===== config.mk =====
export PLATFORM = sky130hd
export DESIGN_NAME = fpi_fifth_port
export DESIGN_NICKNAME = d
export VERILOG_FILES = /design/src/hw/fpi_pkg.sv /design/src/hw/fpi_fifth_port.sv
export SDC_FILE = /design/constraint.sdc
export NUM_CORES = 1
export LEC_CHECK = 0
export ABC_AREA = 0
export BUFFER_PORTS_ARGS = -buffer_cell sky130_fd_sc_hd__buf_2
export CAP_MARGIN = 5
export CORE_MARGIN = 3
export CORE_UTILIZATION = 40
export DETAILED_ROUTE_END_ITERATION = 10
export HOLD_SLACK_MARGIN = 0.08
export PLACE_DENSITY = 0.72
export SYNTH_ARGS = -nofsm -noshare
export SYNTH_HDL_FRONTEND = slang
export SYNTH_SLANG_ARGS = --single-unit

===== constraint.sdc =====
create_clock -name clk -period 5.4 [get_ports clk]
set_clock_uncertainty 0.2 [all_clocks]
set_input_delay 1.08 -clock clk [delete_from_list [all_inputs] [get_ports clk]]
set_output_delay 1.08 -clock clk [all_outputs]
set_load 0.005 [all_outputs]

===== src/hw/fpi_pkg.sv =====
// Constants, role codes and helpers for the fifth-port media interface logic.
// Notes on behaviour
// The fifth transceiver port always acts as a PHY toward an external MAC.
// The switch-side port works in MAC role or PHY role, chosen by strap.
// Media independent ports move four bits per clock; clocks run at quarter bit rate.
// Transmit nibbles qualified by enable and error; receive by valid, error, carrier, collision.
// In PHY role no receive-error pin exists; the partner holds its input low.
// In MAC role no transmit-error pin exists; the transceiver holds its input low.
// Fifth port takes enable, error, nibble; drives clocks, receive lines, collision, carrier, management.
// MAC role crosses pins: our transmit appears on receive pins and vice versa.
// Serial mode moves one bit per clock; clocks run at the bit rate.
// Serial mode uses data bit 0; carrier on receive-valid pin, collision on its pin.
// Serial transmit qualified by enable; receive has valid; collision in half duplex.
// Keep 96 bit times between frames; after collision count from carrier sense drop.
// Switch-side role is sampled once after reset and then held constant.
package fpi_pkg;

    localparam int CLK_PERIOD_NS  = 25;
    localparam int LINK_PERIOD_NS = 200;
    localparam int LINK_HALF_CYC  = ((LINK_PERIOD_NS / 2) / CLK_PERIOD_NS < 1) ? 1 :
                                    (LINK_PERIOD_NS / 2) / CLK_PERIOD_NS;
    localparam int IPG_BIT_TIMES  = 96;
    localparam int MII_BEAT_BITS  = 4;
    localparam int SNI_BEAT_BITS  = 1;
    localparam int SYNC_W         = 20;

    localparam logic [1:0] STRAP_PHY = 2'h0;
    localparam logic [1:0] STRAP_MAC = 2'h1;
    localparam logic [1:0] STRAP_SNI = 2'h2;

    typedef enum logic [1:0] {
        FPI_ROLE_PHY,
        FPI_ROLE_MAC,
        FPI_ROLE_SNI
    } fpi_role_t;

    // Unknown strap codes fall back to the PHY role.
    function automatic fpi_role_t fpi_decode_role(input logic [1:0] strap);
        fpi_role_t r;
        r = FPI_ROLE_PHY;
        if (strap == STRAP_MAC) begin
            r = FPI_ROLE_MAC;
        end else if (strap == STRAP_SNI) begin
            r = FPI_ROLE_SNI;
        end
        return r;
    endfunction

endpackage


===== src/hw/fpi_fifth_port.sv =====
// Fifth-port pin logic: PHY-only transceiver port and switch-side MII/SNI port.
`timescale 1ns/100ps
`default_nettype none
module fpi_fifth_port (
    input  wire logic       clk,
    input  wire logic       rst_n,
    input  wire logic [1:0] swport_role_strap,
    input  wire logic       phyport_tx_enable,
    input  wire logic       phyport_tx_error,
    input  wire logic [3:0] phyport_tx_nibble,
    output logic            phyport_tx_clock,
    output logic            phyport_rx_clock,
    output logic            phyport_rx_valid,
    output logic            phyport_rx_error,
    output logic [3:0]      phyport_rx_nibble,
    output logic            phyport_collision,
    output logic            phyport_carrier_sense,
    input  wire logic       mdc,
    input  wire logic       mdio_in,
    output logic            mdio_out,
    output logic            mdio_oe,
    output logic            iphy_tx_valid,
    output logic            iphy_tx_error,
    output logic [3:0]      iphy_tx_nibble,
    input  wire logic       iphy_rx_valid,
    input  wire logic       iphy_rx_error,
    input  wire logic [3:0] iphy_rx_nibble,
    input  wire logic       iphy_collision,
    input  wire logic       iphy_carrier,
    output logic            mgmt_clock,
    output logic            mgmt_data_in,
    input  wire logic       mgmt_data_out,
    input  wire logic       mgmt_data_oe,
    input  wire logic       swport_tx_enable,
    input  wire logic       swport_tx_error,
    input  wire logic [3:0] swport_tx_data,
    output logic            swport_rx_valid,
    output logic [3:0]      swport_rx_data,
    input  wire logic       swport_tx_clock_in,
    output logic            swport_tx_clock_out,
    output logic            swport_tx_clock_oe,
    input  wire logic       swport_rx_clock_in,
    output logic            swport_rx_clock_out,
    output logic            swport_rx_clock_oe,
    input  wire logic       swport_collision_in,
    output logic            swport_collision_out,
    output logic            swport_collision_oe,
    input  wire logic       swport_carrier_sense_in,
    output logic            swport_carrier_sense_out,
    output logic            swport_carrier_sense_oe,
    input  wire logic       mac_tx_valid,
    input  wire logic [3:0] mac_tx_nibble,
    output logic            mac_tx_take,
    output logic            mac_rx_valid,
    output logic [3:0]      mac_rx_nibble,
    output logic            mac_rx_error,
    input  wire logic       core_collision,
    input  wire logic       core_carrier,
    output logic            mac_collision,
    output logic            mac_carrier
);

    localparam int DIV_W = (fpi_pkg::LINK_HALF_CYC > 1) ? $clog2(fpi_pkg::LINK_HALF_CYC) : 1;
    localparam logic [DIV_W-1:0] DIV_LAST = DIV_W'(fpi_pkg::LINK_HALF_CYC - 1);
    localparam logic [6:0] IPG_BITS = 7'(fpi_pkg::IPG_BIT_TIMES);

    ////////////////////////////////////////////////////////////////////////////////
    // Synchronisers, role capture and link clock divider.

    logic [fpi_pkg::SYNC_W-1:0] async_w;
    logic [fpi_pkg::SYNC_W-1:0] s1_ff;
    logic [fpi_pkg::SYNC_W-1:0] s2_ff;
    logic [1:0]                 clk_s3_ff;
    fpi_pkg::fpi_role_t         role_ff;
    logic                       role_ok_ff;
    logic [DIV_W-1:0]           div_ff;
    logic                       lclk_ff;

    assign async_w = {swport_role_strap, swport_carrier_sense_in, swport_collision_in,
                      swport_rx_clock_in, swport_tx_clock_in, swport_tx_data,
                      swport_tx_error, swport_tx_enable, mdio_in, mdc,
                      phyport_tx_nibble, phyport_tx_error, phyport_tx_enable};

    always_ff @(posedge clk) begin
        s1_ff     <= async_w;
        s2_ff     <= s1_ff;
        clk_s3_ff <= s2_ff[15:14];
    end

    // role held constant
    always_ff @(posedge clk) begin
        if (!rst_n) begin
            role_ff    <= fpi_pkg::FPI_ROLE_PHY;
            role_ok_ff <= 1'b0;
        end else if (!role_ok_ff) begin
            role_ff    <= fpi_pkg::fpi_decode_role(s2_ff[19:18]);
            role_ok_ff <= 1'b1;
        end
    end

    // link clock divider
    wire tick_w   = (div_ff == DIV_LAST);
    wire own_fall = tick_w & lclk_ff;

    always_ff @(posedge clk) begin
        if (!rst_n) begin
            div_ff  <= '0;
            lclk_ff <= 1'b0;
        end else begin
            div_ff  <= tick_w ? '0 : div_ff + DIV_W'(1);
            lclk_ff <= tick_w ? ~lclk_ff : lclk_ff;
        end
    end

    wire is_mac = role_ok_ff & (role_ff == fpi_pkg::FPI_ROLE_MAC);
    wire is_sni = role_ok_ff & (role_ff == fpi_pkg::FPI_ROLE_SNI);
    wire is_phy = role_ok_ff & (role_ff == fpi_pkg::FPI_ROLE_PHY);

    // crossed clocks in MAC role
    wire txc_rise     = s2_ff[14] & ~clk_s3_ff[0];
    wire rxc_rise     = s2_ff[15] & ~clk_s3_ff[1];
    wire sample_beat  = role_ok_ff & (is_mac ? txc_rise : own_fall);
    wire launch_beat  = role_ok_ff & (is_mac ? rxc_rise : own_fall);
    wire [6:0] beat_bits = is_sni ? 7'(fpi_pkg::SNI_BEAT_BITS) : 7'(fpi_pkg::MII_BEAT_BITS);
    wire carrier_w    = is_mac ? s2_ff[17] : core_carrier;
    wire coll_w       = is_mac ? s2_ff[16] : core_collision;

    ////////////////////////////////////////////////////////////////////////////////
    // Fifth transceiver port, always in PHY role.

    logic       ph_txv_ff, ph_txe_ff, ph_rxv_ff, ph_rxe_ff, ph_col_ff, ph_crs_ff;
    logic [3:0] ph_txd_ff, ph_rxd_ff;
    logic       mgc_ff, mgd_ff, mdo_ff, mdoe_ff;

    // PHY-role beat handling
    always_ff @(posedge clk) begin
        if (!rst_n) begin
            {ph_txv_ff, ph_txe_ff, ph_rxv_ff, ph_rxe_ff, ph_col_ff, ph_crs_ff} <= '0;
            {ph_txd_ff, ph_rxd_ff, mgc_ff, mgd_ff, mdo_ff, mdoe_ff} <= '0;
        end else begin
            ph_txv_ff <= own_fall & s2_ff[0];
            ph_txe_ff <= own_fall & s2_ff[0] & s2_ff[1];
            ph_txd_ff <= own_fall ? s2_ff[5:2] : ph_txd_ff;
            ph_rxv_ff <= own_fall ? iphy_rx_valid : ph_rxv_ff;
            ph_rxe_ff <= own_fall ? iphy_rx_error : ph_rxe_ff;
            ph_rxd_ff <= own_fall ? iphy_rx_nibble : ph_rxd_ff;
            ph_col_ff <= iphy_collision;
            ph_crs_ff <= iphy_carrier;
            mgc_ff    <= s2_ff[6];
            mgd_ff    <= s2_ff[7];
            mdo_ff    <= mgmt_data_out;
            mdoe_ff   <= mgmt_data_oe;
        end
    end

    ////////////////////////////////////////////////////////////////////////////////
    // Switch-side transmit toward the link, with inter-frame gap.

    logic       tx_act_ff, take_ff, coll_seen_ff, sw_rxv_ff;
    logic [3:0] tx_sh_ff, sw_rxd_ff;
    logic [1:0] tx_cnt_ff;
    logic [6:0] gap_ff;

    wire       need_new   = ~tx_act_ff | (tx_cnt_ff == 2'h0);
    wire       gap_ok     = gap_ff >= IPG_BITS;
    wire       take_w     = launch_beat & need_new & mac_tx_valid & (tx_act_ff | gap_ok);
    wire       nxt_tx_act = (launch_beat & need_new) ? take_w : tx_act_ff;
    wire       shift_w    = launch_beat & tx_act_ff & ~need_new;
    wire [3:0] nxt_tx_sh  = take_w ? mac_tx_nibble : (shift_w ? {1'b0, tx_sh_ff[3:1]} : tx_sh_ff);
    wire [1:0] nxt_tx_cnt = take_w ? (is_sni ? 2'h3 : 2'h0) :
                            (shift_w ? tx_cnt_ff - 2'h1 : tx_cnt_ff);
    // serial carrier and bit 0
    wire       nxt_sw_rxv = is_sni ? (nxt_tx_act | core_carrier) :
                            (launch_beat ? nxt_tx_act : sw_rxv_ff);
    wire [3:0] nxt_sw_rxd = ~launch_beat ? sw_rxd_ff :
                            (is_sni ? {3'h0, nxt_tx_sh[0]} : nxt_tx_sh);
    // gap restart rule
    wire       gap_hold   = nxt_tx_act | (coll_seen_ff & carrier_w);
    wire [6:0] nxt_gap    = gap_hold ? 7'h0 :
                            ((launch_beat & ~gap_ok) ? gap_ff + beat_bits : gap_ff);

    always_ff @(posedge clk) begin
        if (!rst_n) begin
            {tx_act_ff, take_ff, coll_seen_ff, sw_rxv_ff} <= '0;
            {tx_sh_ff, sw_rxd_ff, tx_cnt_ff} <= '0;
            gap_ff <= IPG_BITS;
        end else begin
            tx_act_ff    <= nxt_tx_act;
            take_ff      <= take_w;
            tx_sh_ff     <= nxt_tx_sh;
            tx_cnt_ff    <= nxt_tx_cnt;
            sw_rxv_ff    <= nxt_sw_rxv;
            sw_rxd_ff    <= nxt_sw_rxd;
            gap_ff       <= nxt_gap;
            coll_seen_ff <= (tx_act_ff & coll_w) | (coll_seen_ff & (carrier_w | tx_act_ff));
        end
    end

    ////////////////////////////////////////////////////////////////////////////////
    // Switch-side receive from the link, and pin directions.

    logic       rxv_ff, rxe_ff, clk_oe_ff, col_oe_ff, crs_oe_ff, col_o_ff, crs_o_ff;
    logic       mcol_ff, mcrs_ff;
    logic [3:0] rx_sh_ff, rx_nib_ff;
    logic [1:0] rx_cnt_ff;

    // nibble or bit assembly
    wire [3:0] rx_shin = {s2_ff[10], rx_sh_ff[3:1]};
    wire       rx_bit  = sample_beat & s2_ff[8];
    wire       rx_fire = rx_bit & (~is_sni | (rx_cnt_ff == 2'h3));

    always_ff @(posedge clk) begin
        if (!rst_n) begin
            {rxv_ff, rxe_ff, rx_sh_ff, rx_nib_ff, rx_cnt_ff} <= '0;
            {clk_oe_ff, col_oe_ff, crs_oe_ff, col_o_ff, crs_o_ff, mcol_ff, mcrs_ff} <= '0;
        end else begin
            rxv_ff    <= rx_fire;
            rxe_ff    <= rx_fire & ~is_sni & s2_ff[9];
            rx_nib_ff <= rx_fire ? (is_sni ? rx_shin : s2_ff[13:10]) : rx_nib_ff;
            rx_sh_ff  <= rx_bit ? rx_shin : rx_sh_ff;
            rx_cnt_ff <= rx_bit ? rx_cnt_ff + 2'h1 : (sample_beat ? 2'h0 : rx_cnt_ff);
            // role-driven pin direction
            clk_oe_ff <= is_phy | is_sni;
            col_oe_ff <= is_phy | is_sni;
            crs_oe_ff <= is_phy;
            col_o_ff  <= core_collision;
            crs_o_ff  <= core_carrier;
            mcol_ff   <= coll_w;
            mcrs_ff   <= carrier_w;
        end
    end

    assign phyport_tx_clock         = lclk_ff;
    assign phyport_rx_clock         = lclk_ff;
    assign phyport_rx_valid         = ph_rxv_ff;
    assign phyport_rx_error         = ph_rxe_ff;
    assign phyport_rx_nibble        = ph_rxd_ff;
    assign phyport_collision        = ph_col_ff;
    assign phyport_carrier_sense    = ph_crs_ff;
    assign mdio_out                 = mdo_ff;
    assign mdio_oe                  = mdoe_ff;
    assign iphy_tx_valid            = ph_txv_ff;
    assign iphy_tx_error            = ph_txe_ff;
    assign iphy_tx_nibble           = ph_txd_ff;
    assign mgmt_clock               = mgc_ff;
    assign mgmt_data_in             = mgd_ff;
    assign swport_rx_valid          = sw_rxv_ff;
    assign swport_rx_data           = sw_rxd_ff;
    assign swport_tx_clock_out      = lclk_ff;
    assign swport_rx_clock_out      = lclk_ff;
    assign swport_tx_clock_oe       = clk_oe_ff;
    assign swport_rx_clock_oe       = clk_oe_ff;
    assign swport_collision_out     = col_o_ff;
    assign swport_collision_oe      = col_oe_ff;
    assign swport_carrier_sense_out = crs_o_ff;
    assign swport_carrier_sense_oe  = crs_oe_ff;
    assign mac_tx_take              = take_ff;
    assign mac_rx_valid             = rxv_ff;
    assign mac_rx_nibble            = rx_nib_ff;
    assign mac_rx_error             = rxe_ff;
    assign mac_collision            = mcol_ff;
    assign mac_carrier              = mcrs_ff;
endmodule // fpi_fifth_port
`default_nettype wire


# After elaboration in Yosys (flattened, before gate mapping)
# Index checks and enable logic that the tools add are counted.
# op_classes
n_eq_ne	6
bitwise	39
muxes	22
magnitude_cmp	1
add_sub_neg	4
n_reduce_logical	8
# ops
op	n
1-bit bitwise AND	23
4-bit 2-to-1 mux	4
2-bit 2-to-1 mux	7
7-bit 2-to-1 mux	2
2-bit equality test, second input constant	4
1-bit 2-to-1 mux	8
1-bit inverter	8
1-bit bitwise OR	8
2-bit nonzero test	4
7-bit by 3-bit adder with 7-bit output	1
7-bit greater-or-equal comparator, second input constant	1
2-bit by 1-bit adder with 2-bit output, second input constant	2
2-bit by 1-bit equality test with 1-bit output, second input constant	2
2-bit logical NOT	2
2-bit OR reduction	2
3-bit 2-to-1 mux	1
2-bit by 1-bit subtractor with 2-bit output, second input constant	1
# totals
out_inout_bits	42
in_bits	39
reg_bits	105

# Depth between registers and ports, before layout
# Gate-level depths: netlist (run 1).
# logic_depth
word_depth	10
ltp_mapped	10

# Worst setup path before layout (run 1)
# No wires, ideal clock.
# synth_path
kind	input to register
start	input port mac_tx_valid
end	register sw_rxd_ff[2], in the netlist swport_rx_data[2]
path_slack_ns	2.989
n_path_buf	1
t_arrival_ns	2.094
required_ns	5.083
path_stages	5
setup_ns	0.117
path_cell_list	nor2b_1 -> and4_1 -> clkbuf_1 -> a221o_1 -> a32o_1
# synth_via
elab_chain_cells	4
# synth_rtl
element	line_no	rtl
start: declaration	fpi_fifth_port.sv:51	input wire logic mac_tx_valid,
1-bit bitwise AND (2 in a row)	fpi_fifth_port.sv:166	wire take_w = launch_beat & need_new & mac_tx_valid & (tx_act_ff | gap_ok);
4-bit 2-to-1 mux	fpi_fifth_port.sv:169	wire [3:0] nxt_tx_sh = take_w ? mac_tx_nibble : (shift_w ? {1'b0, tx_sh_ff[3:1]} : tx_sh_ff);
4-bit 2-to-1 mux	fpi_fifth_port.sv:176	(is_sni ? {3'h0, nxt_tx_sh[0]} : nxt_tx_sh);
end signal: assignment	fpi_fifth_port.sv:193	sw_rxd_ff <= nxt_sw_rxd;
end: declaration	fpi_fifth_port.sv:160	logic [3:0] tx_sh_ff, sw_rxd_ff;
# Every way passes these cells.
# A chain may end at the register's enable or synchronous reset.

==> results.md, run 1 <==
- Std-Cell Rows: 32
- Max-Cap Viols: 0
- Status: finished, final reports clean
- Vias/cell: 4.89
- Slew @ Worst Pin: 1.00 ns
- Reg2reg start: role_ok_ff
- Worst Setup Start Kind: primary input
- Fin crit period: a little under 3 ns
- WL final: ~6400 um
- Worst-case clock buffer depth: 2
- Die area: 0.00936 mm^2
- Post-Syn Instances: 312
- First-pass GRT wire length: 10700 um
- Hold Startpoint: s1_ff[16]
- Postcts setup bufs: 0
- Hold-fix buffers, CTS: 0
- Max-slew violations: 0
- Post_cts resized: 0
- Syn Nets: 357
- Final Hold Fails: 0
- Core Area: between 0.007 and 0.008 mm^2
- Clk_lat worst skew: between 0.3 and 0.4 ns
- Worst Hold Path EP: s2_ff[16]
- Ant. Diodes: 0
- Non-Filler Instances: 496
- Setup CP Type: in -> reg
- Relative slew slack: 0.328
- # IOs: 81
- Worst hold path depth: 0
- Drt wl/cell: about 13 um
- Synth Cell Area: 0.00329 mm^2
- Commonest cells post-synth: dfxtp_1, nand2_1, a21oi_1
- Maximum vdd drop: roughly 0.00016 V
- Yosys warns: 0
- Worst flop-to-flop path endpoint: gap_ff[3]
- Layout cells sized above 1: 0.261
- Syn Area/Cell: 10.6 um^2
- Largest net degree at the start of global routing: 37
- DR vias: between 2000 and 2500
- Leakage power: 1.71 nW
- Die Span Y: 96.7 um
- CTS Sinks: 104
- Crit share post-route: 0.543
- Worst min path class: reg -> reg
- Crit-path max FO: 36
- Final ANT Viol Nets: 0
- Setup violations, final: 0
- Layout Nets: approximately 430
- Post-synth top area cell: dfxtp_1
- Gp weighted congestion: 0.774
- Top_reg_cell synth: dfxtp_1
- R2R Setup Slk: 2.49 ns
- Initial core utilization: 0.420
- Overall routing resource usage: 0.141
- Global route overflow: 0
- Initial DRC Count: about 140
- FFs w/ async S/R, synth: 0
- RSZ-0062 raised after global routing: no
- Pwr Density: 330 mW/mm^2
- CP required: 5.50 ns
- Sequential fraction of the synthesis area: 0.632
- CP endpoint kind: register
- Vias in the first global route: 2351
- P&R area growth vs syn: 19.3%
- Crit path arrival time: 3.03 ns
- Number of synthesized flops with an enable pin: 0
- Clock Tree Root: clkbuf_8
- Post-route core utilization: 0.501
- Initial antenna violation count: 0
- Cells on worst reg2reg path: 7
- Synth top area share: 0.632
- Ranking of synthesized cells by area: dfxtp_1, nand2_1, a21oi_1, and2_1, ha_1
- Die width: 96.7 um
- Unique masters post-synth: 45
- Setup TNS: 0 ns
- DRT Pass-1 Iters: 4
- Clk pin slew, worst setup/hold paths: around 0.10 ns
- Most frequent cell after synthesis: dfxtp_1
- DP Wirelength: 4440 um
- Synth Register Bits: approximately 100
- Port bufs: 80
- CTS tree: built
- CTS buffer count: 9
- DRC Markers: 0
- H-tree depth: 3
- FMAX: 0.341 GHz
- Placed cells: 480
==> stage by stage <==
step	worst slack [ns]	total power, mW	cell area, um^2	hold WS [ns]
global placement	2.13	0.879	3750	0.110
detailed placement	2.11	0.881	3750	0.113
CTS	2.46	1.31	3930	0.136
finish	2.47	1.30	3930	0.131
global route	2.24	1.35	3930	0.142
floorplan	2.99	0.853	3290	0.110
==> kinds of logic after synthesis <==
family | synth area share
XOR/XNOR | 0.0133
AO/OA/AOI/OAI | 0.102
buffers and inverters | 0.0285
adder cells (fa/ha/maj) | 0.0228
flip-flops | 0.632
multiplexers | 0.0239
AND/OR/NAND/NOR | 0.177
==> worst max-delay path, cell delays in order <==
cell and delay [ns]:
buf_2 0.33, clkinv_1 0.89, nor3_1 0.52, a32o_1 0.18
==> sequential cells by signal, summed over array words and instances (netlist names), 3 cells and up <==
register           count
s2_ff                 20
rx_sh_ff               3
iphy_tx_nibble         4
tx_sh_ff               4
phyport_rx_nibble      4
mac_rx_nibble          4
s1_ff                 20
gap_ff                 7
swport_rx_data         4
==> report_power, final <==
part | switching (mW) | total (mW) | internal [mW]
combinational | 0.0290 | 0.0566 | 0.0276
clock | 0.259 | 0.433 | 0.174
sequential | 0.0116 | 0.806 | 0.794
total | 0.300 | 1.30 | 0.996
==> layout make-up <==
class | instances | area (um^2)
multi-input combinational | 188 | 1120
inverter | 6 | 22.5
tap | 102 | 128
clock buffer | 10 | 128
sequential | 104 | 2080
timing repair buffer | 80 | 400
fill | 761 | 3920
clock inverter | 6 | 52.6
==> worst max-delay path by stage <==
stage,cells past startpoint,endpoint,slack [ns],from
final,4,swport_rx_data[1],2.47,rst_n
after CTS,4,swport_rx_data[1],2.46,rst_n
after detailed placement,4,swport_rx_data[1],2.11,rst_n
after global placement,4,swport_rx_data[1],2.13,rst_n
after global routing,4,swport_rx_data[1],2.24,rst_n
after floorplan,5,swport_rx_data[2],2.99,mac_tx_valid
==> metal layers <==
layer | up-vias | wire [um] | global-route usage
met5 | - | 0 | 0
met4 | 0 | 89 | 0.0626
met3 | 9 | 489 | 0.0469
met2 | 79 | 2920 | 0.222
met1 | 1116 | 2900 | 0.176
li1 | 1221 | - | -
==> cell usage in the layout, fill, tap and decap left out, types with 2 or more instances in the layout <==
cell type | synthesis | layout
dfxtp_1 | 104 | 104
and2_1 | 13 | 13
clkbuf_8 | 0 | 9
mux2i_1 | 3 | 3
o21ai_0 | 4 | 4
inv_1 | 4 | 4
xor2_1 | 2 | 2
nand2_1 | 43 | 43
a21oi_1 | 27 | 27
nand4_1 | 3 | 3
nor2b_1 | 3 | 3
clkinv_4 | 0 | 2
ha_1 | 6 | 6
a32o_1 | 2 | 2
nor2_1 | 20 | 20
nand2b_1 | 4 | 4
a31oi_1 | 2 | 2
clkinvlp_4 | 0 | 2
nor3b_1 | 3 | 3
mux2_2 | 3 | 3
buf_2 | 0 | 80
a22oi_1 | 3 | 3
nand3_1 | 9 | 9
a311oi_1 | 4 | 4
nor3_1 | 6 | 6
and3_1 | 4 | 4
a221o_1 | 2 | 2
nand3b_1 | 3 | 3
xnor2_1 | 3 | 3
(Power assumes the default switching activity.)
==> run 2: changes to the inputs <==
--- a/config.mk
+++ b/config.mk
@@ -12,7 +12,7 @@
 export CORE_UTILIZATION = 40
 export DETAILED_ROUTE_END_ITERATION = 10
 export HOLD_SLACK_MARGIN = 0.08
-export PLACE_DENSITY = 0.72
+export PLACE_DENSITY = 0.74
 export SYNTH_ARGS = -nofsm -noshare
 export SYNTH_HDL_FRONTEND = slang
 export SYNTH_SLANG_ARGS = --single-unit
==> constraint.sdc (replaced) <==
create_clock -name clk -period 2.6 [get_ports clk]
set_clock_uncertainty 0.2 [all_clocks]
set_input_delay 0.52 -clock clk [delete_from_list [all_inputs] [get_ports clk]]
set_output_delay 0.52 -clock clk [all_outputs]
set_load 0.005 [all_outputs]
==> results.md, run 2 (synthesis results as in run 1) <==
- Status: finished, final reports clean
- Worst setup startpoint: div_ff[0]
- Initial antenna violation count: 0
- Crit path to: swport_rx_data[2]
- Max-slew violations: 0
- Die width: roughly 97 um
- Global route overflow: 0
- First-pass GRT wire length: 11400 um
- DRT Pass-1 Iters: 4
- CTS tree: built
- Initial DRC Count: 151
- Setup CP Type: reg -> reg
- Layout cells sized above 1: 0.264
- Largest registers: s1_ff (20), s2_ff (20), gap_ff (7)
- Clk_lat worst skew: 0.36 ns
- R2R Setup Slk: 0.16 ns
- Crit-path max FO: 5
- RSZ-0062 raised after global routing: no
- Drt wl/cell: 13.0 um
- Worst slack, placed: 0.180 ns
- H-tree depth: 3
- Ant. Diodes: 0
- Core Area: between 0.007 and 0.008 mm^2
- Worst hold margin: 0.126 ns
- FMAX: 0.410 GHz
- Setup violations, final: 0
- Overall routing resource usage: 0.151
- Non-Filler Instances: 522
- Vias/cell: just under 5
- DP Wirelength: around 4800 um
- Std-Cell Rows: 32
- P&R area growth vs syn: 27.9%
- Placed cells: between 400 and 500
- Clock Tree Root: clkbuf_8
- Post-route core utilization: 0.537
- Max-Cap Viols: 0
- DR vias: about 2500
- Maximum vdd drop: 0.000300 V
- CP endpoint kind: register
- Power after layout: 2.83 mW
- Layout Nets: 460
- Worst min path class: reg -> reg
- Die Span Y: 96.7 um
- Worst-case clock buffer depth: 2
- Reg2reg start: div_ff[0]
- Gp weighted congestion: roughly 0.85
- Post-route design area: 0.00421 mm^2
- Cells on worst reg2reg path: 6
- Initial core utilization: 0.420
- Crit path arrival time: 2.50 ns
- CTS buffer count: 9
- DRC Markers: 0
- Vias in the first global route: approximately 2500
- Die area: 0.00936 mm^2
- # IOs: 81
- CP required: 2.67 ns
- Most common cell after layout, fill and taps aside: dfxtp_1
- Final Hold Fails: 0
- WL final: 6800 um
- Postcts setup bufs: 0
- CP max stage delay: 0.54 ns
- Relative slew slack: 0.632
- Pwr Density: ~670 mW/mm^2
- Slew @ Worst Pin: 0.549 ns
- Crit share post-route: 0.938
- Largest net degree at the start of global routing: 23
- Worst flop-to-flop path endpoint: swport_rx_data[2]
- Worst hold path depth: 0
- Crit-path slowest cell: or4_4
- Fin worst setup slack: 0.161 ns
- Most frequent cells in the layout: dfxtp_1, buf_2, nand2_1
- CTS Sinks: 104
- Port bufs: 80
- Final ANT Viol Nets: 0
- Clk pin slew, worst setup/hold paths: around 0.10 ns
- Setup TNS: 0 ns
- Placed cell areas: 0.00379 mm^2
- Leakage power: 1.84 nW
- Worst Setup Start Kind: register
- Worst-path cell chain: ha_1, nand2_1, mux2_4, or4_4, a221o_1, a32o_1
- Fin crit period: 2.44 ns
[run 2: changes by cell type in the layout (fill, tap and decap cells not counted), sizes merged]
cell         before  now
dlygate4sd3       0   20
clkinvlp          2    1
buf              80   86
inv               7    6
clkbuf           10    9
bufinv            0    1
clkinv            3    5
[run 2: how the worst min path moves through the flow]
stage | slack [ns] | end | start
5_1_grt | 0.14 | s2_ff[9] | s1_ff[9]
3_5_place_dp | 0.11 | s2_ff[4] | s1_ff[4]
2_1_floorplan | 0.11 | s2_ff[0] | s1_ff[0]
6_report | 0.13 | s2_ff[9] | s1_ff[9]
4_1_cts | 0.12 | s2_ff[9] | s1_ff[9]
3_3_place_gp | 0.11 | s2_ff[3] | s1_ff[3]
[run 2: cell type report]
class | instances | area [um^2]
clock buffers | 9 | 124
flip-flops and latches | 104 | 2080
repair buffers | 106 | 646
inverters | 6 | 22.5
well taps | 102 | 128
clock inverters | 7 | 80.1
fillers | 733 | 3640
multi-input cells | 188 | 1130
[run 2: routing by layer]
metal	vias to the layer above	GRT usage	share of wire
met5	-	0	0
met4	0	0.0583	0.014
met3	9	0.0570	0.074
met2	86	0.250	0.49
met1	1151	0.177	0.42
li1	1269	-	-
[run 2: power by group]
part | internal (mW) | switching (mW)
Sequential | 1.65 | 0.0256
Clock | 0.455 | 0.548
Combinational | 0.0813 | 0.0670
[run 2: critical path, delay by kind of cell (launching register included)]
kind | cells | cell delay (ns)
AO/OA/AOI/OAI | 2 | 0.53
multiplexers | 1 | 0.33
flip-flops | 1 | 0.35
adder cells (fa/ha/maj) | 1 | 0.24
AND/OR/NAND/NOR | 2 | 0.69
[run 2: what timing repair did]
action | in CTS | in global routing
hold endpoints to repair | 20 | 0
setup endpoints to repair | 0 | 4
resized for setup | 0 | 3
hold buffers | 20 | 0
==> run 3: changes to the inputs <==
--- a/config.mk
+++ b/config.mk
@@ -8,6 +8,7 @@
 export ABC_AREA = 0
 export BUFFER_PORTS_ARGS = -buffer_cell sky130_fd_sc_hd__buf_2
 export CAP_MARGIN = 5
+export CORE_ASPECT_RATIO = 0.7
 export CORE_MARGIN = 3
 export CORE_UTILIZATION = 40
 export DETAILED_ROUTE_END_ITERATION = 10
==> results.md, run 3 (synthesis results as in run 1) <==
- Layout cells sized above 1: 0.269
- # fillers: 700
- Core Area: 0.00794 mm^2
- Initial antenna violation count: 0
- Std-Cell Rows: 27
- CTS Sinks: 104
- H-tree depth: 3
- Post-route core utilization: 0.545
- Pwr Density: 731 mW/mm^2
- Initial DRC Count: 79
- Port bufs: 80
- Crit-path max FO: 5
- Crit path to: swport_rx_data[2]
- RSZ-0062 raised after global routing: no
- Layout Nets: 464
- Slew @ Worst Pin: 0.566 ns
- FMAX: 0.419 GHz
- Clk_lat worst skew: 0.35 ns
- DRT Pass-1 Iters: 4
- Final ANT Viol Nets: 0
- Ant. Diodes: 0
- Initial core utilization: 0.415
- Worst-path cell chain: ha_1, nand2_1, mux2_4, or4_4, a221o_1, a32o_1
- Vias/cell: 4.76
- Worst setup startpoint: div_ff[0]
- Gp weighted congestion: 0.846
- Post_cts resized: 0
- # IOs: 81
- Sequential cell area: about 0.0021 mm^2
- Drt wl/cell: 13.0 um
- Cells on worst reg2reg path: 6
- Relative slew slack: 0.622
- Die Span Y: 81.9 um
- Fin crit period: around 2.4 ns
- Global route overflow: 0
- Most frequent cells in the layout: dfxtp_1, buf_2, nand2_1
- WL final: 6800 um
- Crit path arrival time: 2.43 ns
- Die area: 0.00938 mm^2
- Die width: 114 um
- CP endpoint kind: register
- Multi-input gate area: 0.00112 mm^2
- Reg2reg start: div_ff[0]
- Most common cell after layout, fill and taps aside: dfxtp_1
- Setup TNS: 0 ns
- Leakage power: 1.91 nW
- CTS tree: built
- Postcts setup bufs: 0
- Setup violations, final: 0
- Max-slew violations: 0
- CP required: approximately 2.6 ns
- CTS buffer count: 9
- Crit-path slowest cell: or4_4
- Power after layout: roughly 3.2 mW
- Worst flop-to-flop path endpoint: swport_rx_data[2]
- DRC Markers: 0
- Fin worst setup slack: between 0.2 and 0.25 ns
- R2R Setup Slk: 0.21 ns
- Setup CP Type: reg -> reg
- Worst-case clock buffer depth: 2
- DP Wirelength: 4820 um
- First-pass GRT wire length: 11100 um
- Final Hold Fails: 0
- Maximum vdd drop: roughly 0.00037 V
- Status: finished, final reports clean
- Worst Setup Start Kind: register
- Clock Tree Root: clkbuf_16
- P&R area growth vs syn: 31.5%
- Overall routing resource usage: 0.152
- Largest net degree at the start of global routing: 28
- Clk pin slew, worst setup/hold paths: 0.07 ns
- Worst min path class: reg -> reg
- DR vias: 2498
- Max-Cap Viols: 0
- Crit share post-route: 0.918
- Largest registers: s1_ff (20), s2_ff (20), gap_ff (7)
- Vias in the first global route: 2419
- CP max stage delay: 0.55 ns
- Worst slack, placed: 0.213 ns
[run 3: cell types whose count changed in the layout (fill, tap and decap cells not counted), moves of 2 or more]
cell       delta
clkbuf_16     +9
clkbuf_8      -8
clkinv_4      -3
inv_6         +2
inv_8         +2
buf_4         +4
[run 3: final cells by class]
cell class              instances  share of cell area
repair buffers                110               0.156
clock buffers                  10              0.0552
clock inverters                 6              0.0156
multi-input cells             188               0.258
flip-flops and latches        104               0.481
well taps                     101              0.0292
inverters                       6             0.00520
[run 3: repair_timing]
| item | in CTS | in global routing |
|---|---|---|
| endpoints found under the hold margin | 20 | 0 |
| endpoints found under the setup margin | 0 | 0 |
| hold buffers | 20 | 0 |
[run 3: power breakdown]
group          total [mW]  switching (mW)  leakage, nW  internal (mW)
clock                1.34           0.630        0.152          0.711
combinational       0.150          0.0668        0.900         0.0831
sequential           1.67          0.0242        0.859           1.65
total                3.16           0.721         1.91           2.44
[run 3: through the flow]
step                      cell area [um^2]  cells  hold slack [ns]
final                                 4330    525            0.127
after global routing                  4330    525            0.137
after CTS                             4330    525            0.130
after detailed placement              3820    489            0.113
after global placement                3820    489            0.110
after floorplan                       3290    312            0.110
[run 3: how the worst min path moves through the flow]
stage                         start   endpoint  slack [ns]  depth (start not counted)
after global routing       s1_ff[9]   s2_ff[9]        0.14                          0
after floorplan            s1_ff[0]   s2_ff[0]        0.11                          0
after detailed placement  s1_ff[19]  s2_ff[19]        0.11                          0
after global placement     s1_ff[4]   s2_ff[4]        0.11                          0
after CTS                  s1_ff[0]   s2_ff[0]        0.13                          0
final                      s1_ff[0]   s2_ff[0]        0.13                          0
[run 3: metal layers]
metal	vias up	part of all wire	GRT usage
met5	-	0	0
met4	0	0.018	0.0712
met3	11	0.057	0.0493
met2	71	0.46	0.245
met1	1131	0.46	0.187
li1	1285	-	-
[run 3: critical path, delay by kind of cell (launching register included)]
kind / cells / cell delay [ns]
AOI/OAI and AO/OA: 2 / 0.52
adders and majority gates: 1 / 0.23
DFF: 1 / 0.33
muxes: 1 / 0.32
and+or+nand+nor: 2 / 0.69
